===== src/verilog/osec_pkg.sv =====
package osec_pkg;
  // channel count and sync latency
  localparam int          NUM_CH        = 5;
  localparam int          SYNC_LATENCY  = 4;
  localparam logic [2:0]  LAT_W_ONE     = 3'h1;
  // lock indicator modes
  typedef enum logic [1:0] {
    OSEC_LD_BOTH  = 2'b00,
    OSEC_LD_FIRST = 2'b01,
    OSEC_LD_SECOND = 2'b10
  } osec_ld_mode_e;
  // register offsets
  localparam logic [3:0]  ADDR_CH_EN    = 4'h0;
  localparam logic [3:0]  ADDR_CFG      = 4'h1;
  localparam logic [3:0]  ADDR_FB_DIV   = 4'h2;
  localparam logic [3:0]  ADDR_STATUS   = 4'h3;
  localparam logic [3:0]  ADDR_IRQ_CLR  = 4'h4;
  localparam logic [3:0]  ADDR_IRQ_EN   = 4'h5;
  // config field positions
  localparam int          CFG_GLOBAL_EN = 0;
  localparam int          CFG_XTAL_EN   = 1;
  localparam int          CFG_DOUBLER   = 2;
  localparam int          CFG_AUTO_SEL  = 3;
  localparam int          CFG_MAN_SEL   = 4;
  localparam int          CFG_LD_LO     = 5;
  // reset values
  localparam logic [31:0] CFG_RST       = 32'h0000_0001;
  localparam logic [4:0]  CH_EN_RST     = 5'h1f;
  localparam logic [17:0] FB_DIV_RST    = 18'h0_000a;
  // interrupt bits: sync done, calibration done, lock lost
  localparam int          IRQ_W         = 3;
endpackage


===== src/verilog/osec_top.sv =====
// The address map and the address-and-strobe port were chosen for this implementation.
`timescale 1ns/1ns
module osec_top #(
  parameter int NUM_CH  = osec_pkg::NUM_CH,
  parameter int CAL_LEN = 16
) (
  // clock and reset
  input  wire logic              clock,
  input  wire logic              rstn,
  // register port
  input  wire logic [3:0]        reg_addr,
  input  wire logic [31:0]       reg_wdata,
  input  wire logic              reg_wr,
  input  wire logic              reg_rd,
  output logic [31:0]            reg_rdata,
  // board pins
  input  wire logic              sync_n,
  input  wire logic              global_output_enable_pin,
  input  wire logic              first_loop_locked,
  input  wire logic              second_loop_locked,
  input  wire logic              primary_ref_a_lost,
  input  wire logic              primary_ref_b_lost,
  // channel clocks and outputs
  input  wire logic [NUM_CH-1:0] ch_clk_in,
  output logic [NUM_CH-1:0]      ch_out,
  output logic [NUM_CH-1:0]      ch_out_oe,
  output logic                   lock_indicator_pin,
  // reference routing and calibration
  output logic                   ref_sel_b,
  output logic                   doubler_path_en,
  output logic                   divider_path_en,
  output logic                   first_loop_fb_src_en,
  output logic                   second_loop_ref_src_en,
  output logic                   crystal_osc_en,
  output logic                   vco_cal_busy,
  output logic                   irq
);
  ////////////////////////////////////////////////////////////////////////
  logic [NUM_CH-1:0] ch_en_ff;
  logic [31:0]       cfg_ff;
  logic [17:0]       fb_div_ff;
  logic [2:0]        sts_ff, irq_en_ff;
  logic              sync_m_ff, sync_s_ff;
  logic [2:0]        lo_cnt_ff, hi_cnt_ff;
  logic              hold_ff;
  logic              cal_req_ff;
  logic [7:0]        cal_cnt_ff;
  logic              sel_b_ff, lock_d_ff;

  // register decode
  wire wr_ch  = reg_wr && reg_addr == osec_pkg::ADDR_CH_EN;
  wire wr_cfg = reg_wr && reg_addr == osec_pkg::ADDR_CFG;
  wire wr_fb  = reg_wr && reg_addr == osec_pkg::ADDR_FB_DIV;
  wire wr_clr = reg_wr && reg_addr == osec_pkg::ADDR_IRQ_CLR;
  wire wr_ien = reg_wr && reg_addr == osec_pkg::ADDR_IRQ_EN;
  wire g_en   = cfg_ff[osec_pkg::CFG_GLOBAL_EN];
  wire [1:0] ld_mode = cfg_ff[osec_pkg::CFG_LD_LO +: 2];

  // sync, calibration and lock event detection
  wire sync_lo_cnt_done = lo_cnt_ff == 3'(osec_pkg::SYNC_LATENCY - 1);
  wire sync_hi_cnt_done = hi_cnt_ff == 3'(osec_pkg::SYNC_LATENCY - 1);
  wire release_ev = hold_ff && sync_s_ff && sync_hi_cnt_done;
  wire cal_start  = cal_req_ff && first_loop_locked;
  wire cal_done   = vco_cal_busy && cal_cnt_ff == 8'(CAL_LEN - 1);
  wire lock_lost  = lock_d_ff && !lock_indicator_pin;
  wire [2:0] ev   = {lock_lost, cal_done, release_ev};

  // lock indicator select
  logic ld_nxt;
  always_comb begin
    case (ld_mode)
      osec_pkg::OSEC_LD_FIRST:  ld_nxt = first_loop_locked;
      osec_pkg::OSEC_LD_SECOND: ld_nxt = second_loop_locked;
      default:                  ld_nxt = first_loop_locked && second_loop_locked;
    endcase
  end

  // automatic input switch: leave a lost input if the other is good
  wire sel_auto = sel_b_ff ? !(primary_ref_b_lost && !primary_ref_a_lost)
                           : (primary_ref_a_lost && !primary_ref_b_lost);
  wire sel_nxt  = cfg_ff[osec_pkg::CFG_AUTO_SEL] ? sel_auto
                                                 : cfg_ff[osec_pkg::CFG_MAN_SEL];

  // registers
  always_ff @(posedge clock or negedge rstn) begin
    if (!rstn) begin
      ch_en_ff  <= NUM_CH'(osec_pkg::CH_EN_RST);
      cfg_ff    <= osec_pkg::CFG_RST;
      fb_div_ff <= osec_pkg::FB_DIV_RST;
      irq_en_ff <= 3'h0;
    end else begin
      if (wr_ch)  ch_en_ff  <= reg_wdata[NUM_CH-1:0];
      if (wr_cfg) cfg_ff    <= reg_wdata;
      if (wr_fb)  fb_div_ff <= reg_wdata[17:0];
      if (wr_ien) irq_en_ff <= reg_wdata[2:0];
    end
  end

  // sticky status, set wins over clear
  always_ff @(posedge clock or negedge rstn) begin
    if (!rstn) sts_ff <= 3'h0;
    else       sts_ff <= (sts_ff & ~(wr_clr ? reg_wdata[2:0] : 3'h0)) | ev;
  end

  // read data
  always_ff @(posedge clock or negedge rstn) begin
    if (!rstn) reg_rdata <= 32'h0000_0000;
    else if (reg_rd) begin
      case (reg_addr)
        osec_pkg::ADDR_CH_EN:  reg_rdata <= 32'(ch_en_ff);
        osec_pkg::ADDR_CFG:    reg_rdata <= cfg_ff;
        osec_pkg::ADDR_FB_DIV: reg_rdata <= 32'(fb_div_ff);
        osec_pkg::ADDR_STATUS: reg_rdata <= {27'h0, hold_ff, vco_cal_busy, sts_ff};
        osec_pkg::ADDR_IRQ_EN: reg_rdata <= 32'(irq_en_ff);
        default:               reg_rdata <= 32'h0000_0000;
      endcase
    end else reg_rdata <= 32'h0000_0000;
  end

  // sync synchroniser and latency counters
  always_ff @(posedge clock or negedge rstn) begin
    if (!rstn) begin
      sync_m_ff <= 1'b1;
      sync_s_ff <= 1'b1;
      lo_cnt_ff <= 3'h0;
      hi_cnt_ff <= 3'h0;
      hold_ff   <= 1'b0;
    end else begin
      sync_m_ff <= sync_n;
      sync_s_ff <= sync_m_ff;
      if (!sync_s_ff && !hold_ff) begin
        lo_cnt_ff <= sync_lo_cnt_done ? 3'h0 : lo_cnt_ff + osec_pkg::LAT_W_ONE;
        if (sync_lo_cnt_done) hold_ff <= 1'b1;
      end else lo_cnt_ff <= 3'h0;
      if (hold_ff && sync_s_ff) begin
        hi_cnt_ff <= sync_hi_cnt_done ? 3'h0 : hi_cnt_ff + osec_pkg::LAT_W_ONE;
        if (sync_hi_cnt_done) hold_ff <= 1'b0;
      end else hi_cnt_ff <= 3'h0;
    end
  end

  // outputs: hold gates, enable gating, pin low forces low
  wire [NUM_CH-1:0] run = (global_output_enable_pin && !hold_ff) ? ch_clk_in : '0;
  always_ff @(posedge clock or negedge rstn) begin
    if (!rstn) begin
      ch_out    <= '0;
      ch_out_oe <= '0;
    end else begin
      ch_out    <= run & ch_en_ff & {NUM_CH{g_en}};
      ch_out_oe <= ch_en_ff & {NUM_CH{g_en}};
    end
  end

  // calibration sequencer
  always_ff @(posedge clock or negedge rstn) begin
    if (!rstn) begin
      cal_req_ff   <= 1'b0;
      vco_cal_busy <= 1'b0;
      cal_cnt_ff   <= 8'h00;
    end else begin
      if (wr_fb) cal_req_ff <= 1'b1;
      else if (cal_start) cal_req_ff <= 1'b0;
      if (cal_start) begin
        vco_cal_busy <= 1'b1;
        cal_cnt_ff   <= 8'h00;
      end else if (cal_done) vco_cal_busy <= 1'b0;
      else if (vco_cal_busy) cal_cnt_ff <= cal_cnt_ff + 8'h01;
    end
  end

  // routing outputs and lock pin
  always_ff @(posedge clock or negedge rstn) begin
    if (!rstn) begin
      lock_indicator_pin     <= 1'b0;
      lock_d_ff              <= 1'b0;
      sel_b_ff               <= 1'b0;
      ref_sel_b              <= 1'b0;
      doubler_path_en        <= 1'b0;
      divider_path_en        <= 1'b1;                           // matches cfg reset
      first_loop_fb_src_en   <= 1'b0;
      second_loop_ref_src_en <= 1'b0;
      crystal_osc_en         <= 1'b0;
      irq                    <= 1'b0;
    end else begin
      lock_indicator_pin     <= ld_nxt;
      lock_d_ff              <= lock_indicator_pin;
      sel_b_ff               <= sel_nxt;
      ref_sel_b              <= sel_nxt;
      doubler_path_en        <= cfg_ff[osec_pkg::CFG_DOUBLER];
      divider_path_en        <= !cfg_ff[osec_pkg::CFG_DOUBLER];
      first_loop_fb_src_en   <= 1'b1;
      second_loop_ref_src_en <= 1'b1;
      crystal_osc_en         <= cfg_ff[osec_pkg::CFG_XTAL_EN];
      irq                    <= |(sts_ff & irq_en_ff);
    end
  end

  ////////////////////////////////////////////////////////////////////////
  // assertions
  // synchroniser stages follow one another
  property p_sync_m;
    @(posedge clock) disable iff (!rstn) 1'b1 |=> sync_m_ff == $past(sync_n);
  endproperty
  a_sync_m: assert property (p_sync_m) else $error("first stage wrong");

  property p_sync_s;
    @(posedge clock) disable iff (!rstn) 1'b1 |=> sync_s_ff == $past(sync_m_ff);
  endproperty
  a_sync_s: assert property (p_sync_s) else $error("second stage wrong");

  // hold set after four synced low cycles
  property p_sync_hold;
    @(posedge clock) disable iff (!rstn)
    (!sync_s_ff && !hold_ff && lo_cnt_ff == 3'h0) ##1 (!sync_s_ff) [*3] |=> hold_ff;
  endproperty
  a_sync_hold: assert property (p_sync_hold) else $error("hold late");

  property p_lo_cnt;
    @(posedge clock) disable iff (!rstn) lo_cnt_ff <= 3'(osec_pkg::SYNC_LATENCY - 1);
  endproperty
  a_lo_cnt: assert property (p_lo_cnt) else $error("low count overrun");

  property p_hold_rise;
    @(posedge clock) disable iff (!rstn)
    $rose(hold_ff) |-> $past(lo_cnt_ff) == 3'(osec_pkg::SYNC_LATENCY - 1);
  endproperty
  a_hold_rise: assert property (p_hold_rise) else $error("hold early");

  property p_hold_low;
    @(posedge clock) disable iff (!rstn) hold_ff |=> ch_out == '0;
  endproperty
  a_hold_low: assert property (p_hold_low) else $error("output not low");

  property p_hold_keep;
    @(posedge clock) disable iff (!rstn) hold_ff && !sync_s_ff |=> hold_ff;
  endproperty
  a_hold_keep: assert property (p_hold_keep) else $error("hold dropped");

  // release four cycles after synced high
  property p_release;
    @(posedge clock) disable iff (!rstn)
    $rose(sync_s_ff) && hold_ff |-> hold_ff [*4] ##1 !hold_ff;
  endproperty
  a_release: assert property (p_release) else $error("release timing");

  property p_hi_cnt;
    @(posedge clock) disable iff (!rstn) hi_cnt_ff <= 3'(osec_pkg::SYNC_LATENCY - 1);
  endproperty
  a_hi_cnt: assert property (p_hi_cnt) else $error("high count overrun");

  property p_hold_fall;
    @(posedge clock) disable iff (!rstn) $fell(hold_ff) |-> $past(sync_s_ff);
  endproperty
  a_hold_fall: assert property (p_hold_fall) else $error("release while low");

  property p_release_sts;
    @(posedge clock) disable iff (!rstn) release_ev |=> sts_ff[0];
  endproperty
  a_release_sts: assert property (p_release_sts) else $error("release not flagged");

  // running outputs follow the channel clocks together
  property p_run;
    @(posedge clock) disable iff (!rstn)
    global_output_enable_pin && !hold_ff && g_en |=> ch_out == $past(ch_clk_in & ch_en_ff);
  endproperty
  a_run: assert property (p_run) else $error("outputs not running");

  // enable gating
  property p_oe_follow;
    @(posedge clock) disable iff (!rstn)
    1'b1 |=> ch_out_oe == $past(ch_en_ff & {NUM_CH{g_en}});
  endproperty
  a_oe_follow: assert property (p_oe_follow) else $error("enable not applied");

  property p_out_in_oe;
    @(posedge clock) disable iff (!rstn) (ch_out & ~ch_out_oe) == '0;
  endproperty
  a_out_in_oe: assert property (p_out_in_oe) else $error("output while off");

  property p_off;
    @(posedge clock) disable iff (!rstn) !g_en |=> ch_out_oe == '0;
  endproperty
  a_off: assert property (p_off) else $error("output not off");

  property p_goe_low;
    @(posedge clock) disable iff (!rstn) !global_output_enable_pin |=> ch_out == '0;
  endproperty
  a_goe_low: assert property (p_goe_low) else $error("pin low ignored");

  // reference routing
  property p_paths;
    @(posedge clock) disable iff (!rstn) doubler_path_en != divider_path_en;
  endproperty
  a_paths: assert property (p_paths) else $error("both paths");

  property p_doubler;
    @(posedge clock) disable iff (!rstn)
    1'b1 |=> doubler_path_en == $past(cfg_ff[osec_pkg::CFG_DOUBLER]);
  endproperty
  a_doubler: assert property (p_doubler) else $error("doubler path wrong");

  property p_src;
    @(posedge clock) disable iff (!rstn)
    1'b1 |=> first_loop_fb_src_en && second_loop_ref_src_en;
  endproperty
  a_src: assert property (p_src) else $error("reference not fanned out");

  property p_xtal;
    @(posedge clock) disable iff (!rstn)
    1'b1 |=> crystal_osc_en == $past(cfg_ff[osec_pkg::CFG_XTAL_EN]);
  endproperty
  a_xtal: assert property (p_xtal) else $error("oscillator enable wrong");

  property p_sel_manual;
    @(posedge clock) disable iff (!rstn)
    !cfg_ff[osec_pkg::CFG_AUTO_SEL] |=> ref_sel_b == $past(cfg_ff[osec_pkg::CFG_MAN_SEL]);
  endproperty
  a_sel_manual: assert property (p_sel_manual) else $error("manual select wrong");

  // calibration
  property p_cal_gate;
    @(posedge clock) disable iff (!rstn) $rose(vco_cal_busy) |-> $past(first_loop_locked);
  endproperty
  a_cal_gate: assert property (p_cal_gate) else $error("cal without lock");

  property p_cal_idle;
    @(posedge clock) disable iff (!rstn)
    !first_loop_locked && !vco_cal_busy |=> !vco_cal_busy;
  endproperty
  a_cal_idle: assert property (p_cal_idle) else $error("cal started unlocked");

  property p_cal_start;
    @(posedge clock) disable iff (!rstn) cal_start |=> vco_cal_busy;
  endproperty
  a_cal_start: assert property (p_cal_start) else $error("cal not started");

  property p_cal_req;
    @(posedge clock) disable iff (!rstn) wr_fb |=> cal_req_ff;
  endproperty
  a_cal_req: assert property (p_cal_req) else $error("cal not requested");

  // lock indicator modes
  property p_ld_both;
    @(posedge clock) disable iff (!rstn)
    ld_mode == 2'b00 |=> lock_indicator_pin == $past(first_loop_locked && second_loop_locked);
  endproperty
  a_ld_both: assert property (p_ld_both) else $error("lock pin wrong");

  property p_ld_first;
    @(posedge clock) disable iff (!rstn)
    ld_mode == 2'b01 |=> lock_indicator_pin == $past(first_loop_locked);
  endproperty
  a_ld_first: assert property (p_ld_first) else $error("first lock wrong");

  property p_ld_second;
    @(posedge clock) disable iff (!rstn)
    ld_mode == 2'b10 |=> lock_indicator_pin == $past(second_loop_locked);
  endproperty
  a_ld_second: assert property (p_ld_second) else $error("second lock wrong");

  // main scenarios
  c_hold_set: cover property (@(posedge clock) disable iff (!rstn) $rose(hold_ff));
  c_hold: cover property (@(posedge clock) disable iff (!rstn) $fell(hold_ff));
  c_goe: cover property (@(posedge clock) disable iff (!rstn) !global_output_enable_pin && g_en);
  c_cal: cover property (@(posedge clock) disable iff (!rstn) cal_done);
  c_irq: cover property (@(posedge clock) disable iff (!rstn) $rose(irq));
endmodule


===== config.mk =====
export PLATFORM = sky130hd
export DESIGN_NAME = osec_top
export DESIGN_NICKNAME = d
export VERILOG_FILES = /design/src/verilog/osec_pkg.sv /design/src/verilog/osec_top.sv
export SDC_FILE = /design/constraint.sdc
export NUM_CORES = 1
export LEC_CHECK = 0
export BUFFER_PORTS_ARGS = -buffer_cell sky130_fd_sc_hd__buf_2
export CAP_MARGIN = 20
export CORE_AREA = 10 10 109 111
export DETAILED_ROUTE_END_ITERATION = 8
export DIE_AREA = 0 0 119 121
export MAX_ROUTING_LAYER = met4
export PLACE_DENSITY = 0.82
export SYNTH_ARGS = -nofsm -noshare
export SYNTH_HDL_FRONTEND = slang
export SYNTH_SLANG_ARGS = --single-unit

===== constraint.sdc =====
create_clock -name clock -period 1.55 [get_ports clock]
set_input_delay 0.155 -clock clock [delete_from_list [all_inputs] [get_ports clock]]
set_output_delay 0.155 -clock clock [all_outputs]
set_load 0.005 [all_outputs]

# Yosys cells after proc, flatten, opt, wreduce, memory -nomap -nowiden
# Cells that the tools add are included.
# op_classes
addsub	3
n_eq_ne	11
n_mux	22
n_bitwise	7
reduce_logical	28
# ops
cell	n
case mux 32 bit (5 select lines)	1
2-to-1 mux 32 bit	1
2-to-1 mux 8 bit	3
bitwise AND 5 bit	3
logical AND 1 bit	15
2-to-1 mux 3 bit	5
2-to-1 mux 1 bit	10
adder 8 x 1 -> 8 bit, second input constant	1
equality test 4 x 2 -> 1 bit, second input constant	2
equality test 4 x 3 -> 1 bit, second input constant	2
equality test 8 x 4 -> 1 bit, second input constant	1
zero test 1 bit	7
adder 3 x 1 -> 3 bit, second input constant	2
bitwise AND 3 bit	2
equality test 3 x 2 -> 1 bit, second input constant	2
nonzero test 2 bit	3
2-to-1 mux 5 bit	1
equality test 4 x 1 -> 1 bit, second input constant	1
zero test 4 bit	1
NOT 3 bit	1
bitwise OR 3 bit	1
OR reduction 3 bit	1
equality test 2 x 1 -> 1 bit, second input constant	1
equality test 2 bit, second input constant	1
3 further kinds	3
# word_totals
register_bits	130
in_bits	51
out_inout_bits	51
word_cells	95

# Logic depth before layout (Yosys ltp)
# Gate-level depths: netlist of the first run.
# depth
ltp_word	6
ltp_mapped	6

# Worst setup path after synthesis of the first run
# No wires, ideal clock.
# synth_path
path_kind	flip-flop to flip-flop
from	register cal_cnt_ff[4]
to	register vco_cal_busy
setup_ps	127
arrival_ps	1286
t_required_ps	1423
slack_ps	137
stages_incl_launch_ff	4
path_buffers	0
path_cell_list	dfrtp_1 > nor4_4 > a41oi_1 > or2_2
# synth_via
elab_chain_cells	3
# synth_rtl
item	line	rtl
from (decl)	osec_top.sv:47	logic [7:0] cal_cnt_ff;
from (signal assigned)	osec_top.sv:167	else if (vco_cal_busy) cal_cnt_ff <= cal_cnt_ff + 8'h01;
equality test 8 x 4 -> 1 bit	osec_top.sv:64	wire cal_done = vco_cal_busy && cal_cnt_ff == 8'(CAL_LEN - 1);
logical AND 1 bit	osec_top.sv:64	
nonzero test 2 bit (no line)	n/a	
to (signal assigned)	osec_top.sv:158	vco_cal_busy <= 1'b0;
to (signal assigned)	osec_top.sv:164	vco_cal_busy <= 1'b1;
to (signal assigned)	osec_top.sv:166	end else if (cal_done) vco_cal_busy <= 1'b0;
to (decl)	osec_top.sv:35	output logic vco_cal_busy,
# No other way between the ends.
# A chain may end at the register's enable or synchronous reset.

# Worst setup path in the final report of the first run
# layout_path
from	register cal_cnt_ff[0]
to	register cal_cnt_ff[4]
# layout_via
elab_chain_cells	4
# layout_rtl
item	line
adder 8 x 1 -> 8 bit / equality test 8 x 4 -> 1 bit (equally long branches)	osec_top.sv:167, osec_top.sv:64
2-to-1 mux 8 bit / logical AND 1 bit (equally long branches)	osec_top.sv:167, osec_top.sv:64
2-to-1 mux 8 bit / inequality test 2 bit (equally long branches)	n/a
2-to-1 mux 8 bit / AND reduction 2 bit (equally long branches)	n/a
# Several ways; a longest one is shown, not always the timed one. The select of a mux whose other input is x is not followed.

==> run_results.csv, run 1 <==
group,metric,value,unit
critical_path,end_kind,"register",
critical_path,rrSetupSlack,0.13,ns
floorplan,rows,36,
timing,timing.fmax,0.704,GHz
run_status,status,"finished clean",
timing,drv_slew,0,
timing,rsz0062_at_grt,"no",
cells_and_area,areaGrowthSynthToFinish,31.7,%
logic_synthesis,yosys.area.top_type,"dfrtp_1",
logic_synthesis,ys_warn_count,0,
route,drtPass1Iterations,5,
clock_network,cts_buffer_depth,2,
logic_synthesis,seq_area_frac_synth,0.624,
route,ant_nets,0,
global_routing,grt_pass1_vias,3880,
cells_and_area,final_nets,583,
floorplan,ios,102,
placed_design,place.gp.congestion,0.947,
global_routing,grt_start_max_net_pins,38,
clock_network,clk_latency,0.52,ns
pwr,ir_drop,0.826,mV
pwr,total_power,9.71,mW
critical_path,crit_type,"register to register",
cells_and_area,num-fill-cells,648,
timing,finClkSkew,0.0115,ns
critical_path,crit_fanout,6,
logic_synthesis,synth_most_common_cell,"dfrtp_1",
pwr,p_per_area,1410,nW/µm²
logic_synthesis,syn_inst,372,
route,wl_met2,6.46,mm
floorplan,start_util,0.543,
global_routing,grt_overflow_total,0,
timing,fin_crit,1.42,ns
logic_synthesis,ys.flop_type,"dfrtp_1",
route,vias_per_cell,5.22,
critical_path,required,1.98,ns
route,drc,0,
clock_network,tritoncts,"yes",
global_routing,track_usage,0.177,
timing,finalHoldViolations,0,
clock_network,cts_setup_buffers,0,
logic_synthesis,synth-edff-count,0,
route,wl_per_cell,17.8,µm
worst_hold_path,hold_path.class,"input pin to register",
route,vias,3511,
route,finalWirelength,12.0,mm
floorplan,fp.dieW,119,µm
global_routing,antenna_found_initial,0,
clock_network,cts-root-buf,"clkbuf_8",
logic_synthesis,ys_top_cells_by_area,"dfrtp_1 (57%), mux2_2 (11%), dfstp_2 (5.5%)",
floorplan,die_h,121,µm
timing,fin_crit_sh,0.917,
route,drt-met1-wl,4.75,mm
critical_path,crit_chain,"ha_1, nand4_1, or3_1, a21oi_1",
critical_path,critPathLaunchType,"register",
placed_design,dp_hpwl,8.09,mm
critical_path,crit_buf_inv,0,
logic_synthesis,synth_area,5240,µm²
critical_path,crit_family,"simple AND/OR/NAND/NOR gates",
cells_and_area,drive_gt1_frac,0.413,
logic_synthesis,synth_seq_cells,130,
cells_and_area,diodes,0,
critical_path,crit_slowest_cell,"dfrtp_1",
cells_and_area,regArea,3270,µm²
logic_synthesis,netlist_top_cells_count,"dfrtp_1 (119), mux2_2 (51), and3_1 (20)",
timing,setup_viol,0,
clock_network,clk_pin_slew,0.06,ns
placed_design,io_buffers,101,
clock_network,numCtsBuffers,17,
pwr,power.leakage,3.45,nW
logic_synthesis,syn_avg_cell_area,14.1,µm²
clock_network,postCtsHoldBufs,41,
critical_path,arrival,1.85,ns
clock_network,h-tree-depth,4,
floorplan,core-area,9640,µm²
route,drt_iter0_markers,183,
critical_path,max_stage_delay,0.42,ns
timing,tightest_slew,0.524,ns
floorplan,dieArea,14400,µm²
job,max_cap_violations,0,
global_routing,grt_pass1_wl,19.7,mm
logic_synthesis,syn-num-nets,428,
logic_synthesis,synth_top_area_share,0.568,
route,routed.top_layer,"met4",
logic_synthesis,ys_types,48,
clock_network,clock_sinks,130,
timing,tns,0,ns
logic_synthesis,synthArstFlopShare,1.00,
timing,max_slew_margin,0.647,
cells_and_area,multi_input_area,1790,µm²
clock_network,cts-resized-gates,0,
route,wl_met3,574,µm
-- worst paths after layout --
check | startpoint | end | cells past startpoint
min in group asynchronous | rstn | reg_rdata[3]$_DFF_PN0_ | 2
min | reg_addr[2] | reg_rdata[2]$_DFF_PN0_ | 4
max reg2reg | cal_cnt_ff[0]$_DFFE_PN0P_ | cal_cnt_ff[4]$_DFFE_PN0P_ | 4
max | cal_cnt_ff[0]$_DFFE_PN0P_ | cal_cnt_ff[4]$_DFFE_PN0P_ | 4
max in group asynchronous | rstn | cfg_ff[0]$_DFFE_PN1P_ | 3
min reg2reg | sync_m_ff$_DFF_PN1_ | sync_s_ff$_DFF_PN1_ | 0
-- worst register-to-register path, stage by stage (launching register included) --
cell	delay [ns]
dfrtp_1	0.42
ha_1	0.30
nand4_1	0.17
or3_1	0.33
a21oi_1	0.12
-- registers in the layout, summed over array words and instances, names as in the netlist --
signal and flops:
sts_ff 3, fb_div_ff 18, reg_rdata 32, ch_out_oe 5, vco_cal_busy 1, divider_path_en 1, doubler_path_en 1, hold_ff 1
sync_s_ff 1, sync_m_ff 1, second_loop_ref_src_en 1, ch_en_ff 5, irq_en_ff 3, ch_out 5, lo_cnt_ff 3, lock_d_ff 1
lock_indicator_pin 1, cfg_ff 32, cal_cnt_ff 8, sel_b_ff 1, crystal_osc_en 1, irq 1, cal_req_ff 1, hi_cnt_ff 3
-- per-stage QoR --
stage | cell area (µm²) | hold WS (ns) | util | worst slack, ns | cells
after floorplan | 5240 | -0.141 | - | 0.137 | 372
after global placement | 5950 | 0.0862 | 0.617 | 0.194 | 600
after detailed placement | 5950 | 0.0910 | 0.617 | 0.163 | 600
after CTS | 6900 | 0.000299 | 0.716 | 0.148 | 673
after global routing | 6900 | 0.0129 | 0.716 | 0.00131 | 673
final | 6900 | 0.0177 | 0.716 | 0.129 | 673
-- report_power, final --
group	total, mW	switching (mW)	leakage, nW	internal (mW)
clock	3.59	1.34	0.263	2.25
combinational	1.56	0.656	1.54	0.908
sequential	4.56	0.496	1.65	4.06
total	9.71	2.49	3.45	7.22
-- cell usage in the layout, fill, tap and decap left out, drive strengths merged, types with 2 or more instances in the layout --
| cell | netlist | layout |
|---|---|---|
| a21oi | 12 | 12 |
| a22oi | 14 | 14 |
| a32oi | 2 | 2 |
| and2 | 6 | 6 |
| and3 | 20 | 20 |
| buf | 13 | 115 |
| clkbuf | 7 | 26 |
| clkinv | 0 | 4 |
| dfrtp | 119 | 119 |
| dfstp | 11 | 11 |
| dlygate4sd3 | 0 | 41 |
| ha | 5 | 5 |
| inv | 11 | 11 |
| mux2 | 66 | 66 |
| mux2i | 2 | 2 |
| mux4 | 2 | 2 |
| nand2 | 13 | 13 |
| nand2b | 2 | 2 |
| nand3 | 8 | 8 |
| nand4 | 4 | 4 |
| nand4b | 2 | 2 |
| nor2 | 17 | 17 |
| nor2b | 2 | 2 |
| nor3 | 2 | 2 |
| nor3b | 3 | 3 |
| nor4 | 3 | 3 |
| nor4b | 5 | 5 |
| o21ai | 5 | 5 |
| or3 | 4 | 4 |
-- layer usage --
layer / global-route usage / up-vias
li1: - / 1641
met1: 0.195 / 1750
met2: 0.299 / 104
met3: 0.0400 / 16
met4: 0.0840 / 0
met5: - / -
-- cell families (layout without fill, tap and decap cells) --
kind of cell,after synthesis,in the layout,share of synthesized area
AOI/OAI and AO/OA,41,41,0.0535
adders and majority gates,5,5,0.0119
buffers and inverters,31,199,0.0349
DFF,130,130,0.624
muxes,70,70,0.161
other,1,1,0.000716
and+or+nand+nor,94,94,0.115
-- layout make-up --
class                   count  area share
repair buffers            156       0.159
well taps                 133      0.0241
multi-input cells         211       0.259
clock inverters             6     0.00888
flip-flops and latches    130       0.473
inverters                  11     0.00598
clock buffers              26      0.0693
No activity file was read; power rests on OpenSTA's default activity.
==> inputs of run 2 (changes only) <==
--- a/config.mk
+++ b/config.mk
@@ -7,11 +7,12 @@
 export LEC_CHECK = 0
 export BUFFER_PORTS_ARGS = -buffer_cell sky130_fd_sc_hd__buf_2
 export CAP_MARGIN = 20
-export CORE_AREA = 10 10 109 111
+export CORE_AREA = 10 10 134 136
 export DETAILED_ROUTE_END_ITERATION = 8
-export DIE_AREA = 0 0 119 121
+export DIE_AREA = 0 0 144 146
+export GPL_TIMING_DRIVEN = 0
 export MAX_ROUTING_LAYER = met4
-export PLACE_DENSITY = 0.82
+export PLACE_DENSITY = 0.58
 export SYNTH_ARGS = -nofsm -noshare
 export SYNTH_HDL_FRONTEND = slang
 export SYNTH_SLANG_ARGS = --single-unit
==> run 2 against run 1 <==
Net effect:
- global-route usage fell by 4.9 points
- total power up 4.1%
- critical path depth decreased by 1
- die area rose by 46%
==> run_results.csv, run 2 (synthesis results as in run 1) <==
group,metric,value,unit
clock_network,h-tree-depth,4,
floorplan,die_h,146,µm
pwr,ir_drop,0.721,mV
cells_and_area,drive_gt1_frac,0.418,
critical_path,arrival,1.76,ns
cells_and_area,final_common_cell,"dfrtp_1",
cells_and_area,num-fill-cells,1380,
timing,timing.fmax,0.679,GHz
route,drtPass1Iterations,4,
placed_design,io_buffers,100,
floorplan,ios,102,
critical_path,end_kind,"register",
critical_path,crit_type,"register to register",
clock_network,numCtsBuffers,17,
placed_design,place.gp.congestion,0.823,
timing,setup_viol,0,
clock_network,cts-root-buf,"clkbuf_16",
cells_and_area,final_cell_mix,"dfrtp_1 (119), buf_2 (100), mux2_2 (51)",
placed_design,placed_cell_area,6010,µm²
timing,fin_crit,1.47,ns
job,max_cap_violations,0,
global_routing,grt_pass1_wl,20.6,mm
critical_path,crit_family,"simple AND/OR/NAND/NOR gates",
timing,fin_crit_sh,0.950,
critical_path,critPathLaunchType,"register",
critical_path,crit_chain,"nor4_4, a41oi_2, or2_2",
cells_and_area,final_nets,587,
timing,rsz0062_at_grt,"yes",
cells_and_area,design_area,7020,µm²
global_routing,grt_pass1_vias,3863,
critical_path,crit_buf_inv,0,
floorplan,core-area,15500,µm²
global_routing,grt_overflow_total,0,
placed_design,dp_hpwl,8.56,mm
run_status,status,"finished clean",
timing,max_slew_margin,0.555,
route,wl_per_cell,16.8,µm
timing,finClkSkew,0.00814,ns
cells_and_area,largestRegisters,"cfg_ff (32), reg_rdata (32), fb_div_ff (18)",
cells_and_area,regArea,3270,µm²
route,ant_nets,0,
pwr,p_per_area,1440,nW/µm²
timing,finalHoldViolations,0,
clock_network,tritoncts,"yes",
clock_network,clock_sinks,130,
global_routing,grt_start_max_net_pins,68,
critical_path,crit_slowest_cell,"dfrtp_1",
worst_hold_path,hold_path.class,"input pin to register",
floorplan,start_util,0.338,
cells_and_area,areaGrowthSynthToFinish,34.1,%
critical_path,required,1.84,ns
floorplan,dieArea,21000,µm²
timing,tightest_slew,0.665,ns
route,finalWirelength,12.4,mm
critical_path,crit_fanout,5,
clock_network,clk_pin_slew,0.06,ns
clock_network,clk_latency,0.41,ns
route,vias,3524,
cells_and_area,multi_input_area,1810,µm²
pwr,total_power,10.1,mW
route,drt_iter0_markers,219,
critical_path,max_stage_delay,0.44,ns
route,drc,0,
global_routing,antenna_found_initial,1,
pwr,power.leakage,3.47,nW
floorplan,fp.dieW,144,µm
global_routing,track_usage,0.128,
timing,drv_slew,0,
clock_network,cts_buffer_depth,2,
floorplan,rows,46,
route,vias_per_cell,4.79,
run 2: cell count changes in the layout (fill, tap and decap cells not counted), moves of 2 or more:
cell	change
buf_6	+3
clkbuf_1	+3
dlygate4sd3_1	-2
clkbuf_8	+2
buf_12	-5
run 2: repair_timing:
action | in CTS | in global routing
resized for setup | 0 | 3
setup buffers | 0 | 1
hold endpoints to repair | 103 | 0
hold buffers | 39 | 0
setup endpoints to repair | 1 | 6
pin swaps | 1 | 1
run 2: worst reg2reg max path, delay by kind of cell (launching register included):
| family | cells | cell delay (ns) |
|---|---|---|
| compound gates | 1 | 0.20 |
| simple gates | 2 | 0.70 |
| flops | 1 | 0.44 |
run 2: stage by stage:
| step | hold slack [ns] | utilization | setup slack [ns] | setup TNS (ns) | instances |
|---|---|---|---|---|---|
| finish | 0.0603 | 0.454 | 0.0779 | 0 | 736 |
| global route | 0.0502 | 0.454 | -0.000801 | -0.00108 | 736 |
| CTS | 0.0375 | 0.452 | 0.00776 | 0 | 735 |
| detailed placement | 0.182 | 0.388 | -0.0956 | -1.52 | 665 |
| global placement | 0.264 | 0.386 | -1.33 | -165.85 | 664 |
| floorplan | -0.141 | - | 0.137 | 0 | 372 |
run 2: final cells by class:
type                       instances  area share
timing repair buffer             141       0.133
clock inverter                     5      0.0107
antenna                            1    0.000356
tap                              192      0.0342
inverter                          11     0.00588
sequential                       130       0.465
clock buffer                      26      0.0739
buffer                            19      0.0196
multi-input combinational        211       0.258
run 2: layer usage:
| metal | vias to the layer above | part of all wire | routed length, µm | GRT usage |
|---|---|---|---|---|
| li1 | 1648 | - | - | - |
| met1 | 1772 | 0.44 | 5480 | 0.151 |
| met2 | 89 | 0.50 | 6220 | 0.201 |
| met3 | 15 | 0.042 | 520 | 0.0359 |
| met4 | 0 | 0.013 | 157 | 0.0480 |
| met5 | - | 0 | 0 | - |
run 2: power by group:
part | internal [mW] | switching [mW]
Sequential | 4.06 | 0.468
Clock | 2.61 | 1.38
Combinational | 0.903 | 0.691
Total | 7.57 | 2.54
run 2: worst paths after layout:
kind / startpoint / to / slack, ns / cells past startpoint
max: cal_cnt_ff[4]$_DFFE_PN0P_ / vco_cal_busy$_DFFE_PN0P_ / 0.08 / 3
min: reg_wdata[0] / irq_en_ff[0]$_DFFE_PN0P_ / 0.06 / 2
max reg2reg: cal_cnt_ff[4]$_DFFE_PN0P_ / vco_cal_busy$_DFFE_PN0P_ / 0.08 / 3
min reg2reg: sync_m_ff$_DFF_PN1_ / sync_s_ff$_DFF_PN1_ / 0.35 / 0
max in group asynchronous: rstn / vco_cal_busy$_DFFE_PN0P_ / 0.52 / 3
min in group asynchronous: rstn / reg_rdata[23]$_DFF_PN0_ / 0.31 / 2
==> inputs of run 3 (changes only) <==
--- a/config.mk
+++ b/config.mk
@@ -10,7 +10,6 @@
 export CORE_AREA = 10 10 134 136
 export DETAILED_ROUTE_END_ITERATION = 8
 export DIE_AREA = 0 0 144 146
-export GPL_TIMING_DRIVEN = 0
 export MAX_ROUTING_LAYER = met4
 export PLACE_DENSITY = 0.58
 export SYNTH_ARGS = -nofsm -noshare
==> run 3 against run 2 <==
Net effect:
- worst setup slack improved by 0.040 ns
- clock skew rose by 0.0025 ns
- register-to-register slack improved by 0.04 ns
- total power fell by 0.55%
- global-route usage fell by 0.26 points
- final area fell by 0.64%
- critical endpoint is now cal_cnt_ff[3]$_DFFE_PN0P_
- highest routed layer unchanged
- via count barely moved
==> run_results.csv, run 3 (synthesis results as in run 1) <==
group,metric,value,unit
global_routing,grt_pass1_wl,20.0,mm
timing,fin_crit,1.43,ns
timing,holdWs,0.0167,ns
route,drtPass1Iterations,4,
route,wl_met2,6.09,mm
timing,finClkSkew,0.0106,ns
timing,fin_crit_sh,0.924,
clock_network,tritoncts,"yes",
timing,finalHoldViolations,0,
placed_design,place.gp.congestion,0.882,
pwr,p_per_area,1440,nW/µm²
clock_network,clock_sinks,130,
timing,setup_viol,0,
floorplan,start_util,0.338,
clock_network,clk_latency,0.42,ns
worst_hold_path,hold_path.class,"input pin to register",
clock_network,cts-root-buf,"clkbuf_16",
route,wl_met3,669,µm
critical_path,crit_fanout,5,
clock_network,cts_setup_buffers,0,
timing,layout_setup_ws,0.118,ns
floorplan,core-area,15500,µm²
cells_and_area,largestRegisters,"cfg_ff (32), reg_rdata (32), fb_div_ff (18)",
cells_and_area,final_util,0.451,
timing,tns,0,ns
placed_design,dp_slack,0.127,ns
floorplan,die_h,146,µm
floorplan,dieArea,21000,µm²
critical_path,max_stage_delay,0.45,ns
critical_path,crit_chain,"nor4_4, buf_4, a311oi_1, a211oi_1",
global_routing,antenna_found_initial,1,
global_routing,grt_pass1_vias,3875,
critical_path,crit_type,"register to register",
critical_path,end_kind,"register",
timing,timing.fmax,0.698,GHz
critical_path,critPathLaunchType,"register",
clock_network,numCtsBuffers,17,
critical_path,required,1.87,ns
critical_path,crit_slowest_cell,"dfrtp_1",
global_routing,grt_overflow_total,0,
placed_design,io_buffers,101,
clock_network,clk_pin_slew,0.06,ns
route,vias,3523,
floorplan,rows,46,
placed_design,dp_hpwl,8.51,mm
timing,rsz0062_at_grt,"no",
cells_and_area,areaGrowthSynthToFinish,33.2,%
job,max_cap_violations,0,
cells_and_area,num-fill-cells,1399,
pwr,ir_drop,0.773,mV
cells_and_area,final_common_cell,"dfrtp_1",
cells_and_area,final_nets,579,
route,routed.top_layer,"met4",
clock_network,cts_buffer_depth,2,
clock_network,h-tree-depth,4,
route,finalWirelength,12.2,mm
route,ant_nets,0,
floorplan,ios,102,
global_routing,grt_start_max_net_pins,53,
route,vias_per_cell,4.83,
cells_and_area,final_cell_mix,"dfrtp_1 (119), buf_2 (100), mux2_2 (51)",
floorplan,fp.dieW,144,µm
route,drt_iter0_markers,222,
global_routing,track_usage,0.125,
critical_path,arrival,1.75,ns
route,drc,0,
pwr,power.leakage,3.46,nW
run_status,status,"finished clean",
route,wl_per_cell,16.7,µm
route,drt-met1-wl,5.29,mm
timing,drv_slew,0,
cells_and_area,drive_gt1_frac,0.425,
[run 3: changes by cell type in the layout (fill, tap and decap cells not counted), moves of 2 or more]
cell           before  now
buf_12              1    5
buf_6               3    0
buf_4              10   12
clkbuf_1            9    5
dlygate4sd3_1      39   35
[run 3: layout make-up]
cell class	count	area, µm²	share of cell area
timing repair buffer	152	1040	0.149
clock inverter	5	75.1	0.0108
antenna	1	2.50	0.000359
clock buffer	27	513	0.0735
inverter	11	41.3	0.00592
sequential	130	3270	0.468
tap	192	240	0.0344
multi-input combinational	211	1800	0.258
[run 3: metrics by stage]
step                      std cells  power (mW)  instance area [µm²]
after floorplan                 372        5.45                 5240
after global placement          661        6.01                 6030
after detailed placement        661        6.10                 6030
after CTS                       728        10.2                 6970
after global routing            729        10.6                 6980
final                           729        10.1                 6980
[run 3: timing repair]
item | 4_1_cts | 5_1_grt
endpoints found under the hold margin | 167 | 0
setup endpoints to repair | 0 | 1
gates resized for setup | 0 | 2
hold buffers | 35 | 0
[run 3: power by group]
| part | leakage (nW) | internal (mW) | switching [mW] |
|---|---|---|---|
| sequential | 1.65 | 4.06 | 0.488 |
| clock | 0.291 | 2.57 | 1.37 |
| combinational | 1.52 | 0.905 | 0.658 |
[run 3: final timing paths]
kind                                                 from                           end  slack [ns]  depth (start not counted)
worst min register to register        sync_m_ff$_DFF_PN1_           sync_s_ff$_DFF_PN1_        0.36                          0
worst max register to register  cal_cnt_ff[4]$_DFFE_PN0P_     cal_cnt_ff[3]$_DFFE_PN0P_        0.12                          4
max in group asynchronous                            rstn      fb_div_ff[3]$_DFFE_PN1P_        0.80                          3
worst min-delay path                   second_loop_locked  lock_indicator_pin$_DFF_PN0_        0.02                          3
worst max-delay path            cal_cnt_ff[4]$_DFFE_PN0P_     cal_cnt_ff[3]$_DFFE_PN0P_        0.12                          4
min in group asynchronous                            rstn       reg_rdata[27]$_DFF_PN0_        0.17                          2
[run 3: per-layer routing]
layer	global-route usage	up-vias
li1	-	1631
met1	0.142	1780
met5	-	-
met2	0.200	98
met3	0.0379	14
met4	0.0521	0
[run 3: worst max-delay path: cells and delay by family, from the launching register on]
kind	cells	cell delay (ns)
and+or+nand+nor	1	0.34
AOI/OAI and AO/OA	2	0.36
DFF	1	0.45
buffers and inverters	1	0.18
